`src/sbst_pkg.sv`:
```
// package: constants, states and state record of the memory boundary-scan port
package sbst_pkg;

    localparam int IR_W        = 3;
    localparam int ID_W        = 32;
    localparam int BND_W       = 107;
    localparam int OE_CELL     = 47;

    // identification field positions
    localparam int ID_REV_HI   = 31;
    localparam int ID_REV_LO   = 29;
    localparam int ID_PART_HI  = 28;
    localparam int ID_PART_LO  = 12;
    localparam int ID_MAKER_HI = 11;
    localparam int ID_MAKER_LO = 1;
    localparam int ID_PRESENT  = 0;

    // opcodes
    localparam logic [2:0] OP_EXTEST  = 3'h0;
    localparam logic [2:0] OP_IDCODE  = 3'h1;
    localparam logic [2:0] OP_SAMPLEZ = 3'h2;
    localparam logic [2:0] OP_SAMPLE  = 3'h4;
    localparam logic [2:0] OP_BYPASS  = 3'h7;

    // reset and capture values
    localparam logic [BND_W-1:0] BND_UPD_RST = {59'h0, 1'b1, 47'h0};
    localparam logic             BYP_CAPTURE = 1'b0;

    // timing: the test clock high and low phases each last at least this long
    localparam int CLK_PERIOD_NS = 20;
    localparam int TCK_PHASE_NS  = 20;
    localparam int TCK_PHASE_CYC = (TCK_PHASE_NS + CLK_PERIOD_NS - 1) / CLK_PERIOD_NS;
    localparam int SYNC_STAGES   = 2;

    typedef enum logic [3:0] {
        ST_TLR, ST_IDLE, ST_SEL_DR, ST_CAP_DR, ST_SHIFT_DR, ST_EXIT1_DR, ST_PAUSE_DR,
        ST_EXIT2_DR, ST_UPD_DR, ST_SEL_IR, ST_CAP_IR, ST_SHIFT_IR, ST_EXIT1_IR,
        ST_PAUSE_IR, ST_EXIT2_IR, ST_UPD_IR
    } sbst_state_t;

    typedef enum logic [1:0] {
        SEL_BYP, SEL_ID, SEL_BND
    } sbst_dr_sel_t;

    typedef struct packed {
        sbst_state_t       st;
        logic              tck_prev;
        logic [IR_W-1:0]   ir;
        logic [IR_W-1:0]   ir_sh;
        logic              byp;
        logic [ID_W-1:0]   id_sh;
        logic [BND_W-1:0]  bnd_sh;
        logic [BND_W-1:0]  bnd_upd;
        logic              tdo;
        logic              tdo_oe;
        logic              q_oe;
        logic              ext;
    } sbst_regs_t;

    // pins sampled from outside the clock domain
    typedef struct packed {
        logic              tck;
        logic              tms;
        logic              tdi;
        logic [BND_W-1:0]  ring;
    } sbst_pins_t;

endpackage

```
`src/sbst_sync.sv`:
```
// two-stage synchroniser for a bundle of asynchronous levels
`timescale 1ns/100ps
module sbst_sync #(
    parameter int W = 1
) (
    input  wire logic         clk_in,
    input  wire logic         rst_in,
    input  wire logic [W-1:0] async_in,
    output logic      [W-1:0] sync_out
);
    logic [W-1:0] meta_q;
    logic [W-1:0] sync_q;

    // first stage feeds only the second stage
    always_ff @(posedge clk_in) begin
        if (rst_in) begin
            meta_q <= '0;
            sync_q <= '0;
        end else begin
            meta_q <= async_in;
            sync_q <= meta_q;
        end
    end

    assign sync_out = sync_q;
endmodule

```
`src/sbst_top.sv`:
```
// boundary-scan test port of a burst memory, sampled on the system clock
// Operation
// - opcode 000 selects external test and captures the pin ring into the boundary register.
// - opcode 001 captures the fixed 32-bit identity into a serial path, memory untouched.
// - opcode 010 captures pins, shifts the 107-bit boundary register and floats all outputs.
// - opcode 100 captures the pin ring and shifts the boundary register, memory untouched.
// - opcode 111 puts the one-bit passthrough between serial input and output.
// - identity holds revision 31:29, part type 28:12, maker 11:1 and a one in bit 0.
// - the serial output changes only after a falling test-clock edge.
// - cell 47 enables read outputs under external test, presets to one on reset.
// - the opcode holder takes the identity opcode on reset and in test-logic-reset.
// - the boundary register shifts in at its top cell and out at cell 0.
`timescale 1ns/100ps
module sbst_top
    import sbst_pkg::*;
#(
    parameter logic [2:0]  REV_CODE   = 3'h1,        // arbitrary value
    parameter logic [16:0] PART_CODE  = 17'h0ABCD,   // arbitrary value
    parameter logic [10:0] MAKER_CODE = 11'h155      // arbitrary value
) (
    input  wire logic             clk_in,
    input  wire logic             rst_in,
    input  wire logic             tck_in,
    input  wire logic             tms_in,
    input  wire logic             tdi_in,
    input  wire logic [BND_W-1:0] ring_in,
    output logic                  tdo_out,
    output logic                  tdo_oe_out,
    output logic                  q_oe_out,
    output logic                  extest_out,
    output logic      [BND_W-1:0] preload_out
);
    localparam logic [ID_W-1:0] ID_VALUE = {REV_CODE, PART_CODE, MAKER_CODE, 1'b1};

    sbst_regs_t r_q;
    sbst_regs_t r_d;
    sbst_pins_t pin_raw;
    sbst_pins_t pin_s;
    logic       rise;
    logic       fall;
    sbst_dr_sel_t sel;

    assign pin_raw = '{tck: tck_in, tms: tms_in, tdi: tdi_in, ring: ring_in};

    sbst_sync #(
        .W ($bits(sbst_pins_t))
    ) u_sync (
        .clk_in   (clk_in),
        .rst_in   (rst_in),
        .async_in (pin_raw),
        .sync_out (pin_s)
    );

    function automatic sbst_state_t next_state(input sbst_state_t s, input logic tms);
        case (s)
            ST_TLR:      next_state = tms ? ST_TLR      : ST_IDLE;
            ST_IDLE:     next_state = tms ? ST_SEL_DR   : ST_IDLE;
            ST_SEL_DR:   next_state = tms ? ST_SEL_IR   : ST_CAP_DR;
            ST_CAP_DR:   next_state = tms ? ST_EXIT1_DR : ST_SHIFT_DR;
            ST_SHIFT_DR: next_state = tms ? ST_EXIT1_DR : ST_SHIFT_DR;
            ST_EXIT1_DR: next_state = tms ? ST_UPD_DR   : ST_PAUSE_DR;
            ST_PAUSE_DR: next_state = tms ? ST_EXIT2_DR : ST_PAUSE_DR;
            ST_EXIT2_DR: next_state = tms ? ST_UPD_DR   : ST_SHIFT_DR;
            ST_UPD_DR:   next_state = tms ? ST_SEL_DR   : ST_IDLE;
            ST_SEL_IR:   next_state = tms ? ST_TLR      : ST_CAP_IR;
            ST_CAP_IR:   next_state = tms ? ST_EXIT1_IR : ST_SHIFT_IR;
            ST_SHIFT_IR: next_state = tms ? ST_EXIT1_IR : ST_SHIFT_IR;
            ST_EXIT1_IR: next_state = tms ? ST_UPD_IR   : ST_PAUSE_IR;
            ST_PAUSE_IR: next_state = tms ? ST_EXIT2_IR : ST_PAUSE_IR;
            ST_EXIT2_IR: next_state = tms ? ST_UPD_IR   : ST_SHIFT_IR;
            ST_UPD_IR:   next_state = tms ? ST_SEL_DR   : ST_IDLE;
            default:     next_state = ST_TLR;
        endcase
    endfunction

    // unused opcodes fall back to the passthrough so the chain never breaks
    function automatic sbst_dr_sel_t dr_select(input logic [IR_W-1:0] op);
        case (op)
            OP_EXTEST, OP_SAMPLEZ, OP_SAMPLE: dr_select = SEL_BND;
            OP_IDCODE:                        dr_select = SEL_ID;
            default:                          dr_select = SEL_BYP;
        endcase
    endfunction

    assign rise = pin_s.tck & ~r_q.tck_prev;
    assign fall = ~pin_s.tck & r_q.tck_prev;
    assign sel  = dr_select(r_q.ir);

    always_comb begin
        r_d          = r_q;
        r_d.tck_prev = pin_s.tck;
        if (rise) begin
            r_d.st = next_state(r_q.st, pin_s.tms);
            case (r_q.st)
                ST_CAP_IR:   r_d.ir_sh = 3'h1;
                ST_SHIFT_IR: r_d.ir_sh = {pin_s.tdi, r_q.ir_sh[IR_W-1:1]};
                ST_CAP_DR: begin
                    r_d.byp   = BYP_CAPTURE;
                    r_d.id_sh = ID_VALUE;
                    if (sel == SEL_BND) begin
                        // cell 47 has no ball; it reads back its own latch
                        r_d.bnd_sh          = pin_s.ring;
                        r_d.bnd_sh[OE_CELL] = r_q.bnd_upd[OE_CELL];
                    end
                end
                ST_SHIFT_DR: begin
                    r_d.byp   = pin_s.tdi;
                    r_d.id_sh = {pin_s.tdi, r_q.id_sh[ID_W-1:1]};
                    if (sel == SEL_BND) begin
                        r_d.bnd_sh = {pin_s.tdi, r_q.bnd_sh[BND_W-1:1]};
                    end
                end
                default: ;
            endcase
        end
        if (fall) begin
            // new serial bit is presented in the low phase
            r_d.tdo_oe = (r_q.st == ST_SHIFT_IR) || (r_q.st == ST_SHIFT_DR);
            if (r_q.st == ST_SHIFT_IR) begin
                r_d.tdo = r_q.ir_sh[0];
            end else if (r_q.st == ST_SHIFT_DR) begin
                case (sel)
                    SEL_ID:  r_d.tdo = r_q.id_sh[0];
                    SEL_BND: r_d.tdo = r_q.bnd_sh[0];
                    default: r_d.tdo = r_q.byp;
                endcase
            end
            if (r_q.st == ST_UPD_IR) begin
                r_d.ir = r_q.ir_sh;
            end
            if (r_q.st == ST_UPD_DR && sel == SEL_BND) begin
                r_d.bnd_upd = r_q.bnd_sh;
            end
        end
        if (r_q.st == ST_TLR) begin
            r_d.ir               = OP_IDCODE;
            r_d.bnd_upd[OE_CELL] = 1'b1;
        end
        case (r_q.ir)
            OP_EXTEST:  r_d.q_oe = r_q.bnd_upd[OE_CELL];
            OP_SAMPLEZ: r_d.q_oe = 1'b0;
            default:    r_d.q_oe = 1'b1;
        endcase
        r_d.ext = (r_q.ir == OP_EXTEST);
    end

    always_ff @(posedge clk_in) begin
        if (rst_in) begin
            r_q         <= '0;
            r_q.st      <= ST_TLR;
            r_q.ir      <= OP_IDCODE;
            r_q.ir_sh   <= 3'h1;
            r_q.bnd_upd <= BND_UPD_RST;
            r_q.q_oe    <= 1'b1;
        end else begin
            r_q <= r_d;
        end
    end

    assign tdo_out     = r_q.tdo;
    assign tdo_oe_out  = r_q.tdo_oe;
    assign q_oe_out    = r_q.q_oe;
    assign extest_out  = r_q.ext;
    assign preload_out = r_q.bnd_upd;
endmodule

```
`config.mk`:
```
export PLATFORM = sky130hd
export DESIGN_NAME = sbst_top
export DESIGN_NICKNAME = d
export VERILOG_FILES = /design/src/sbst_pkg.sv /design/src/sbst_sync.sv /design/src/sbst_top.sv
export SDC_FILE = /design/constraint.sdc
export NUM_CORES = 1
export LEC_CHECK = 0
export BUFFER_PORTS_ARGS = -buffer_cell sky130_fd_sc_hd__buf_2
export CAP_MARGIN = 20
export CORE_ASPECT_RATIO = 0.7
export CORE_MARGIN = 2
export CORE_UTILIZATION = 54
export CTS_BUF_LIST = sky130_fd_sc_hd__clkbuf_4
export DETAILED_ROUTE_END_ITERATION = 7
export GPL_TIMING_DRIVEN = 0
export PLACE_DENSITY = 0.78
export SKIP_CTS_REPAIR_TIMING = 1
export SYNTH_ARGS = -nofsm -noshare
export SYNTH_HDL_FRONTEND = slang
export SYNTH_SLANG_ARGS = --single-unit
export TNS_END_PERCENT = 50
```
`constraint.sdc`:
```
create_clock -name clk_in -period 2.3 [get_ports clk_in]
set_clock_uncertainty 0.2 [all_clocks]
set_input_delay 0.46 -clock clk_in [delete_from_list [all_inputs] [get_ports clk_in]]
set_output_delay 0.46 -clock clk_in [all_outputs]
set_load 0.01 [all_outputs]
```
# [Word-level counts from Yosys, hierarchy flattened]
# Cells that the tools add are included.
[classes] eq_ne=22 mux=22 bitwise_logic=4 reduce_logical=18
[op_table] operator="140-bit case mux with 2 select lines" n=1
[op_table] operator="107-bit 2-to-1 mux" n=2
[op_table] operator="4-bit case mux with 12 select lines" n=1
[op_table] operator="4-bit equality test, second input constant" n=8
[op_table] operator="4-bit by 3-bit equality test with 1-bit output, second input constant" n=4
[op_table] operator="4-bit 2-to-1 mux" n=4
[op_table] operator="2-bit AND reduction" n=5
[op_table] operator="4-bit by 2-bit equality test with 1-bit output, second input constant" n=2
[op_table] operator="2-bit 2-to-1 mux" n=3
[op_table] operator="3-bit 2-to-1 mux" n=2
[op_table] operator="3-bit case mux with 2 select lines" n=1
[op_table] operator="2-bit nonzero test" n=3
[op_table] operator="2-bit OR reduction" n=3
[op_table] operator="3-bit OR reduction" n=2
[op_table] operator="1-bit 2-to-1 mux" n=5
[op_table] operator="4-bit by 1-bit equality test with 1-bit output, second input constant" n=1
[op_table] operator="4-bit logical NOT" n=1
[op_table] operator="2-bit inequality test, second input constant" n=2
[op_table] operator="1-bit case mux with 2 select lines" n=2
[op_table] operator="2-bit case mux with 2 select lines" n=1
[op_table] operator="4-bit AND reduction" n=1
[op_table] operator="3-bit by 1-bit equality test with 1-bit output, second input constant" n=1
[op_table] operator="3-bit by 2-bit equality test with 1-bit output, second input constant" n=1
[op_table] operator="3-bit equality test, second input constant" n=1
[op_table] operator="other kinds (7)" n=9
[totals] register_bits=482 inputBits=112 out_inout_bits=111 word_cells=81

# [Depth between registers and ports, before layout]
# Gate-level depths: netlist (run 1).
[depth] word_depth=7 depth_mapped=9 mapped_depth_nobuf=8

# [Hierarchy]
# Synthesis (run 1) repeated with hierarchy kept, for this count alone.
[hier_totals] cells_unflattened=1870 area_unflattened_um2=16888.7
[by_module_without_submodules] mod="sbst_top" instances=1 cells_each=1406 area_each_um2=10963.0 seq_area_each_um2=5225.0
[by_module_without_submodules] mod="sbst_sync" instances=1 cells_each=464 area_each_um2=5925.7 seq_area_each_um2=4404.2

# [Worst setup path after synthesis (run 1)]
# No wires, ideal clock.
[synth_timing] path_kind="reg2reg" startpoint="register r_q[258] (netlist bit)" endpoint="register r_q[216] (netlist bit)" setup_ns=0.134 t_arrival_ns=1.936 required_ns=1.966 setup_slack_ns=0.030 path_stages_with_launch=7 path_buffers=3 period_less_slack_ns=2.270 path_cell_list="dfxtp_1 clkbuf_1 or3b_1 a2111oi_4 clkbuf_1 buf_2 a311oi_1"
[synth_via] elab_chain_cells=3 elab_cells_between_ends=7 cone_classes="eq/ne: 4; mux: 1; reduce/logical: 2"
[synth_rtl] element="start, declared" line_no="sbst_top.sv:35" source="sbst_regs_t r_q;"
[synth_rtl] element="start signal, assigned" line_no="sbst_top.sv:156" source="r_q <= r_d;"
[synth_rtl] element="4-bit by 2-bit equality test with 1-bit output / 4-bit by 3-bit equality test with 1-bit output (equally long branches)" line_no="sbst_top.sv:94" source="case (r_q.st)"
[synth_rtl] element="2-bit inequality test (no line) / 2-bit nonzero test (equally long branches)"
[synth_rtl] element="4-bit AND reduction (no line)"
# Several ways; a longest one is shown, not always the timed one.
# A chain may end at the register's enable or synchronous reset.

# [Final worst setup path (run 1)]
[layout_timing] startpoint="register r_q[259] (netlist bit)" endpoint="register r_q[141] (netlist bit)"
# Same word-level chain as after synthesis.

==> results of run 1 <==
-- worst min-delay path by stage --
stage	startpoint	endpoint	slack [ns]	depth (start not counted)
after global placement	u_sync.meta_q[23]$_SDFF_PP0_	u_sync.sync_out[23]$_SDFF_PP0_	0.22	1
after CTS	ring_in[94]	u_sync.meta_q[94]$_SDFF_PP0_	-0.39	2
after floorplan	u_sync.meta_q[0]$_SDFF_PP0_	u_sync.sync_out[0]$_SDFF_PP0_	0.21	1
after global routing	ring_in[99]	u_sync.meta_q[99]$_SDFF_PP0_	0.16	3
final	ring_in[99]	u_sync.meta_q[99]$_SDFF_PP0_	0.20	3
after detailed placement	u_sync.meta_q[25]$_SDFF_PP0_	u_sync.sync_out[25]$_SDFF_PP0_	0.22	1
-- metrics by stage --
stage / TNS [ns] / util / setup WS [ns] / hold slack [ns] / total power [mW]
after floorplan: 0 / - / 0.0298 / 0.214 / 8.96
after global placement: -193.05 / 0.607 / -0.913 / 0.221 / 9.15
after detailed placement: -204.75 / 0.607 / -0.953 / 0.220 / 9.16
after CTS: -141.50 / 0.652 / -0.997 / -0.392 / 15.7
after global routing: -3.45 / 0.712 / -0.0954 / 0.161 / 16.4
final: -0.0236 / 0.712 / -0.0236 / 0.201 / 15.8
-- power by group --
part / switching (mW) / leakage [nW] / internal (mW)
logic: 0.308 / 3.88 / 0.316
clock network: 3.26 / 0.819 / 3.38
registers: 0.0496 / 3.91 / 8.47
-- area by class of cell --
cell class	count	area, um^2	area share
Sequential cell	479	9600	0.445
Buffer	238	1510	0.0699
Clock inverter	31	181	0.00841
Multi-Input combinational cell	1137	6040	0.280
Timing Repair Buffer	349	2510	0.116
Clock buffer	159	1190	0.0553
Inverter	7	26.3	0.00122
Tap cell	412	515	0.0239
Antenna cell	1	2.50	0.000116
-- cells in the mapped netlist --
| library cell | count | area share |
|---|---|---|
| a2111oi_4 | 1 | 0.0016 |
| a211o_1 | 2 | 0.0010 |
| a211oi_1 | 1 | 0.00045 |
| a211oi_2 | 1 | 0.00075 |
| a21oi_1 | 118 | 0.035 |
| a221oi_1 | 2 | 0.0010 |
| a22oi_1 | 15 | 0.0067 |
| a311oi_1 | 107 | 0.056 |
| a31o_2 | 1 | 0.00052 |
| a31oi_1 | 1 | 0.00037 |
| a32oi_1 | 1 | 0.00052 |
| and4_1 | 1 | 0.00052 |
| buf_1 | 5 | 0.0011 |
| buf_2 | 15 | 0.0045 |
| buf_4 | 114 | 0.051 |
| clkbuf_1 | 109 | 0.024 |
| dfxtp_1 | 479 | 0.57 |
| ha_1 | 2 | 0.0015 |
| inv_1 | 7 | 0.0016 |
| mux2_2 | 1 | 0.00067 |
| mux2i_1 | 3 | 0.0018 |
| nand2_1 | 432 | 0.097 |
| nand2b_1 | 5 | 0.0019 |
| nand3_1 | 5 | 0.0015 |
| nand3b_1 | 1 | 0.00045 |
| nand4_1 | 1 | 0.00037 |
| nand4b_1 | 1 | 0.00052 |
| nor2_1 | 168 | 0.038 |
| nor2b_1 | 222 | 0.083 |
| nor3_1 | 23 | 0.0069 |
| nor3b_1 | 2 | 0.00089 |
| nor4_1 | 3 | 0.0011 |
| nor4b_1 | 1 | 0.00052 |
| o211ai_1 | 1 | 0.00045 |
| o21a_1 | 1 | 0.00045 |
| o21ai_0 | 7 | 0.0021 |
| o21bai_1 | 2 | 0.00089 |
| o311ai_0 | 1 | 0.00052 |
| or2_2 | 1 | 0.00037 |
| or3b_1 | 1 | 0.00052 |
| or4b_2 | 1 | 0.00060 |
| xor2_1 | 1 | 0.00052 |
-- tightest hold or removal path: cells and delay by family --
family        cells  cell delay [ns]
buf+inv           2             0.60
simple gates      1             0.10
-- routing by layer --
layer / global-route usage / vias to the layer above / share of wire
met3: 0.0501 / 113 / 0.066
met4: 0.0941 / 0 / 0.030
met2: 0.379 / 571 / 0.46
met5: 0 / - / 0
met1: 0.327 / 6738 / 0.44
li1: - / 6965 / -
-- kinds of logic after synthesis --
logic type / count (synthesis) / share of synthesized area
flip-flops: 479 / 0.571
AND/OR/NAND/NOR: 868 / 0.233
XOR/XNOR: 1 / 0.000522
adder cells (fa/ha/maj): 2 / 0.00149
AO/OA/AOI/OAI: 262 / 0.108
multiplexers: 4 / 0.00246
buffers and inverters: 250 / 0.0825
-- registers in the layout (all words and copies together), names as in the netlist --
signal and cells:
extest_out 1, tdo_oe_out 1, u_sync.meta_q 109, preload_out 107
r_q 150, u_sync.sync_out 109, tdo_out 1, q_oe_out 1
==> run_results.csv, run 1 <==
group,metric,value,unit
critical_path,crit_path_start,"r_q[259]$_SDFFE_PP0P_",
pwr,vdd_ir_drop_max,405,uV
clocking,cts_sinks,479,
sta,setup_slack,-0.0236,ns
routing,vias_per_cell,5.11,
placed_design,dp_hpwl,27600,um
layout,fin_nets,2434,
critical_path,cp_common_cell,"buf_6",
synth,synth_cell_types,42,
routing,dr.pass1.iters,6,
global_routing,track_usage,0.240,
clocking,root_buffer,"clkbuf_4",
critical_path,critical_path_buf_inv_count,3,
run_status,status,"complete, but fails checks",
global_routing,grt_pass1_vias,12700,
critical_path,worstSetupPathType,"reg2reg",
routing,wl,44500,um
floorplan,die_w,215,um
synth,ys_ff_latch,479,
floorplan,io_pins,223,
sta,hold_viol,0,
layout,mostFrequentLayoutCell,"dfxtp_1",
clocking,clk_pin_slew,0.07,ns
floorplan,dieArea,32500,um^2
run_status,violations,"negative setup slack",
synth,yosysSeqAreaShare,0.571,
critical_path,cp.arrival,2.81,ns
synth,syn_nets,1980,
floorplan,core,30300,um^2
routing,wl_per_cell,15.8,um
global_routing,grt_max_degree,16,
clocking,cts_tree,"yes",
floorplan,fp.dieH,151,um
clocking,clk_latency,0.81,ns
global_routing,grt_pass1_wl,62500,um
clocking,cts_max_level,3,
routing,drt_iter0_drc,1271,
layout,fillers,2271,
critical_path,path_cells,"or3b_4, a2111oi_4, buf_6, buf_6, buf_6, nor2_1, a311oi_1",
placed_design,placed_area,18400,um^2
layout,drive_above_1_share,0.256,
clocking,max-clock-path-buffers,3,
critical_path,cp_num_cells,7,
layout,layout_common_cells,"475 x dfxtp_1, 431 x nand2_1, 225 x buf_2, 222 x nor2b_1, 171 x clkbuf_4",
layout,final_cells,2813,
placed_design,place_congestion,0.883,
sta,finalCritPeriodShare,1.01,
critical_path,critPathCapture,"r_q[141]$_SDFFE_PP0P_",
layout,final_area,21600,um^2
critical_path,reg2reg_from,"r_q[259]$_SDFFE_PP0P_",
pwr,leakage,8.61,nW
critical_path,start_kind,"register",
routing,drtAntennaViolNets,0,
floorplan,initial_core_util,0.554,
placed_design,io_buffers,220,
pwr,p_per_area,732,nW/um^2
layout,area_growth,28.6,%
sta,rsz0062_at_grt,"true",
synth,ys_warn_count,0,
critical_path,reg2reg_slack,-0.02,ns
global_routing,antenna_found_initial,0,
sta,maxSlewViolCount,0,
clocking,cts_made_buffers,108,
synth,syn_area,16800,um^2
sta,finalSetupViolations,1,
floorplan,rows,53,
synth,synthesis.instances,1866,
sta,max_slew_margin,0.325,
critical_path,crit_path_top_delay_cell,"or3b_4",
routing,drc,0,
critical_path,cp_top_family,"compound AO/OA/AOI/OAI gates",
sta,fmax,0.430,GHz
critical_path,cp_data_required_time,2.78,ns
routing,via_count,14400,
sta,max_slew.worst_pin.slew,1.01,ns
worst_hold_path,worstHoldPathType,"in2reg",
placed_design,dp_cells,2498,
critical_path,r2r-end,"r_q[141]$_SDFFE_PP0P_",
critical_path,reg2reg_depth,7,
job,timing.max_cap.violations,0,
sta,finalCriticalPeriod,2.32,ns
synth,avgSynthCellArea,8.99,um^2
critical_path,cp_slowest_stage_delay,0.44,ns
critical_path,cp-end-kind,"register",
global_routing,grt-ovfl-total,0,
critical_path,worst-path-max-fanout,10,
(Power assumes the default switching activity.)
==> inputs of run 2 (changes only) <==
--- a/config.mk
+++ b/config.mk
@@ -13,7 +13,7 @@
 export CTS_BUF_LIST = sky130_fd_sc_hd__clkbuf_4
 export DETAILED_ROUTE_END_ITERATION = 7
 export GPL_TIMING_DRIVEN = 0
-export PLACE_DENSITY = 0.78
+export PLACE_DENSITY = 0.83
 export SKIP_CTS_REPAIR_TIMING = 1
 export SYNTH_ARGS = -nofsm -noshare
 export SYNTH_HDL_FRONTEND = slang
==> run 2 against run 1 <==
The run still ends with negative setup slack left. Register-to-register slack about the same. Count of clock-buffer cells in the layout decreased by 5. Critical endpoint is now r_q[201]$_SDFFE_PP0P_. Setup slack improved by 0.011 ns. Sequential power is essentially flat. Cell count about the same. Routed wire length is 1.5% lower. Flip-flop and latch count unchanged. Hold slack improved by 0.028 ns. Global-route usage shrank 0.075 points. Largest cell class unchanged. Largest power group unchanged.
==> run_results.csv, run 2 (synthesis gave the netlist of run 1 again) <==
group,metric,value,unit
run_status,status,"complete, but fails checks",
run_status,violations,"negative setup slack",
placed_design,dp_hpwl,27900,um
critical_path,worstSetupPathType,"reg2reg",
sta,rsz0062_at_grt,"true",
pwr,power_frac_comb,0.040,
critical_path,reg2reg_slack,-0.01,ns
layout,area_growth,26.3,%
placed_design,dp_cells,2498,
clocking,clk_latency,0.79,ns
worst_hold_path,worstHoldPathType,"reg2reg",
sta,timing.hold.ws,0.229,ns
sta,finalCritPeriodShare,1.01,
pwr,p_clk_frac,0.423,
pwr,p_per_area,748,nW/um^2
floorplan,fp.dieH,151,um
layout,mostFrequentLayoutCell,"dfxtp_1",
sta,max_slew_margin,0.276,
routing,wl,43800,um
pwr,vdd_ir_drop_max,399,uV
layout,multi_input_area,5880,um^2
critical_path,critPathCapture,"r_q[201]$_SDFFE_PP0P_",
layout,layout_common_cells,"475 x dfxtp_1, 432 x nand2_1, 230 x buf_2, 222 x nor2b_1, 166 x nor2_1",
placed_design,io_buffers,220,
pwr,p_sw_frac,0.229,
routing,drtAntennaViolNets,0,
sta,maxSlewViolCount,0,
pwr,p_switching,3.64,mW
routing,via_count,14300,
clocking,root_buffer,"clkbuf_4",
global_routing,antenna_found_initial,1,
floorplan,rows,53,
critical_path,crit_path_start,"r_q[258]$_SDFFE_PP0P_",
sta,max_slew.worst_pin.slew,1.09,ns
critical_path,cp_data_required_time,2.71,ns
routing,wl_per_cell,15.6,um
pwr,intPower,12.2,mW
pwr,leakage,8.47,nW
layout,final_util,0.700,
global_routing,grt_pass1_vias,12700,
clocking,clk_pin_slew,0.07,ns
layout,drive_above_1_share,0.241,
global_routing,grt_max_degree,16,
layout,seq_area,9600,um^2
critical_path,r2r-end,"r_q[201]$_SDFFE_PP0P_",
clocking,cts_sinks,479,
pwr,pwr-share-seq,0.537,
floorplan,initial_core_util,0.554,
routing,drt_iter0_drc,1247,
clocking,cts_max_level,3,
global_routing,track_usage,0.240,
floorplan,core,30300,um^2
clocking,cts_made_buffers,108,
routing,dr.pass1.iters,6,
sta,finalSetupViolations,1,
routing,drc,0,
critical_path,reg2reg_from,"r_q[258]$_SDFFE_PP0P_",
sta,fmax,0.432,GHz
global_routing,grt_pass1_wl,62500,um
critical_path,cp-end-kind,"register",
floorplan,die_w,215,um
placed_design,placed_area,18400,um^2
global_routing,grt-ovfl-total,0,
critical_path,start_kind,"register",
critical_path,reg2reg_depth,6,
routing,vias_per_cell,5.10,
clocking,max-clock-path-buffers,3,
layout,fin_nets,2424,
critical_path,worst-path-max-fanout,10,
layout,fillers,2242,
floorplan,dieArea,32500,um^2
sta,setup_slack,-0.0123,ns
floorplan,io_pins,223,
sta,hold_viol,0,
placed_design,place_congestion,0.874,
sta,finalCriticalPeriod,2.31,ns
layout,top_register,"r_q",
layout,final_area,21200,um^2
job,timing.max_cap.violations,0,
clocking,cts_tree,"yes",
layout,final_cells,2814,
layout,largest_reg_flops,150,
critical_path,cp.arrival,2.73,ns
==> run 2: cell count changes in the layout (fill, tap and decap cells not counted), sizes merged <==
cell / previous run / this run
clkinvlp: 1 / 0
inv: 10 / 11
clkbuf: 275 / 260
bufinv: 2 / 3
clkinv: 25 / 37
diode: 1 / 4
==> run 2: power groups by stage <==
stage / sequential (mW) / clock, mW / combinational [mW]
finish: 8.52 / 6.71 / 0.627
global route: 8.53 / 7.22 / 0.680
CTS: 8.51 / 6.80 / 0.466
detailed placement: 8.70 / 0 / 0.462
global placement: 8.70 / 0 / 0.453
floorplan: 8.68 / 0 / 0.271
==> run 2: worst min path at each step <==
| stage | startpoint | to | slack, ns | cells past startpoint |
|---|---|---|---|---|
| 6_report | u_sync.meta_q[11]$_SDFF_PP0_ | u_sync.sync_out[11]$_SDFF_PP0_ | 0.23 | 1 |
| 2_1_floorplan | u_sync.meta_q[0]$_SDFF_PP0_ | u_sync.sync_out[0]$_SDFF_PP0_ | 0.21 | 1 |
| 4_1_cts | ring_in[95] | u_sync.meta_q[95]$_SDFF_PP0_ | -0.36 | 2 |
| 3_3_place_gp | u_sync.meta_q[1]$_SDFF_PP0_ | u_sync.sync_out[1]$_SDFF_PP0_ | 0.22 | 1 |
| 5_1_grt | ring_in[95] | u_sync.meta_q[95]$_SDFF_PP0_ | 0.19 | 3 |
| 3_5_place_dp | u_sync.meta_q[75]$_SDFF_PP0_ | u_sync.sync_out[75]$_SDFF_PP0_ | 0.22 | 1 |
==> run 2: cell type report <==
type,instances,area share
diodes,4,0.000472
inverters,7,0.00124
clock buffers,154,0.0545
plain buffers,238,0.0692
repair buffers,339,0.108
well taps,412,0.0243
clock inverters,44,0.0122
flip-flops and latches,479,0.453
multi-input cells,1137,0.277
==> run 2: metrics by stage <==
step | setup slack [ns] | power [mW] | setup TNS (ns)
2_1_floorplan | 0.0298 | 8.96 | 0
3_3_place_gp | -0.905 | 9.15 | -189.72
3_5_place_dp | -0.980 | 9.17 | -198.62
4_1_cts | -1.00 | 15.8 | -146.18
5_1_grt | -0.0664 | 16.4 | -2.04
6_report | -0.0123 | 15.9 | -0.0123
==> run 2: worst max-delay path, cell delays in order (launching register included) <==
cell,delay (ns)
dfxtp_4,0.39
or3b_4,0.45
a2111oi_4,0.32
buf_6,0.19
buf_4,0.24
clkbuf_4,0.25
a311oi_1,0.11
==> run 2: routing by layer <==
layer / up-vias / part of all wire / GRT usage
met1: 6682 / 0.44 / 0.320
met5: - / 0 / 0
li1: 6967 / - / -
met2: 596 / 0.46 / 0.375
met3: 104 / 0.070 / 0.0535
met4: 0 / 0.030 / 0.109
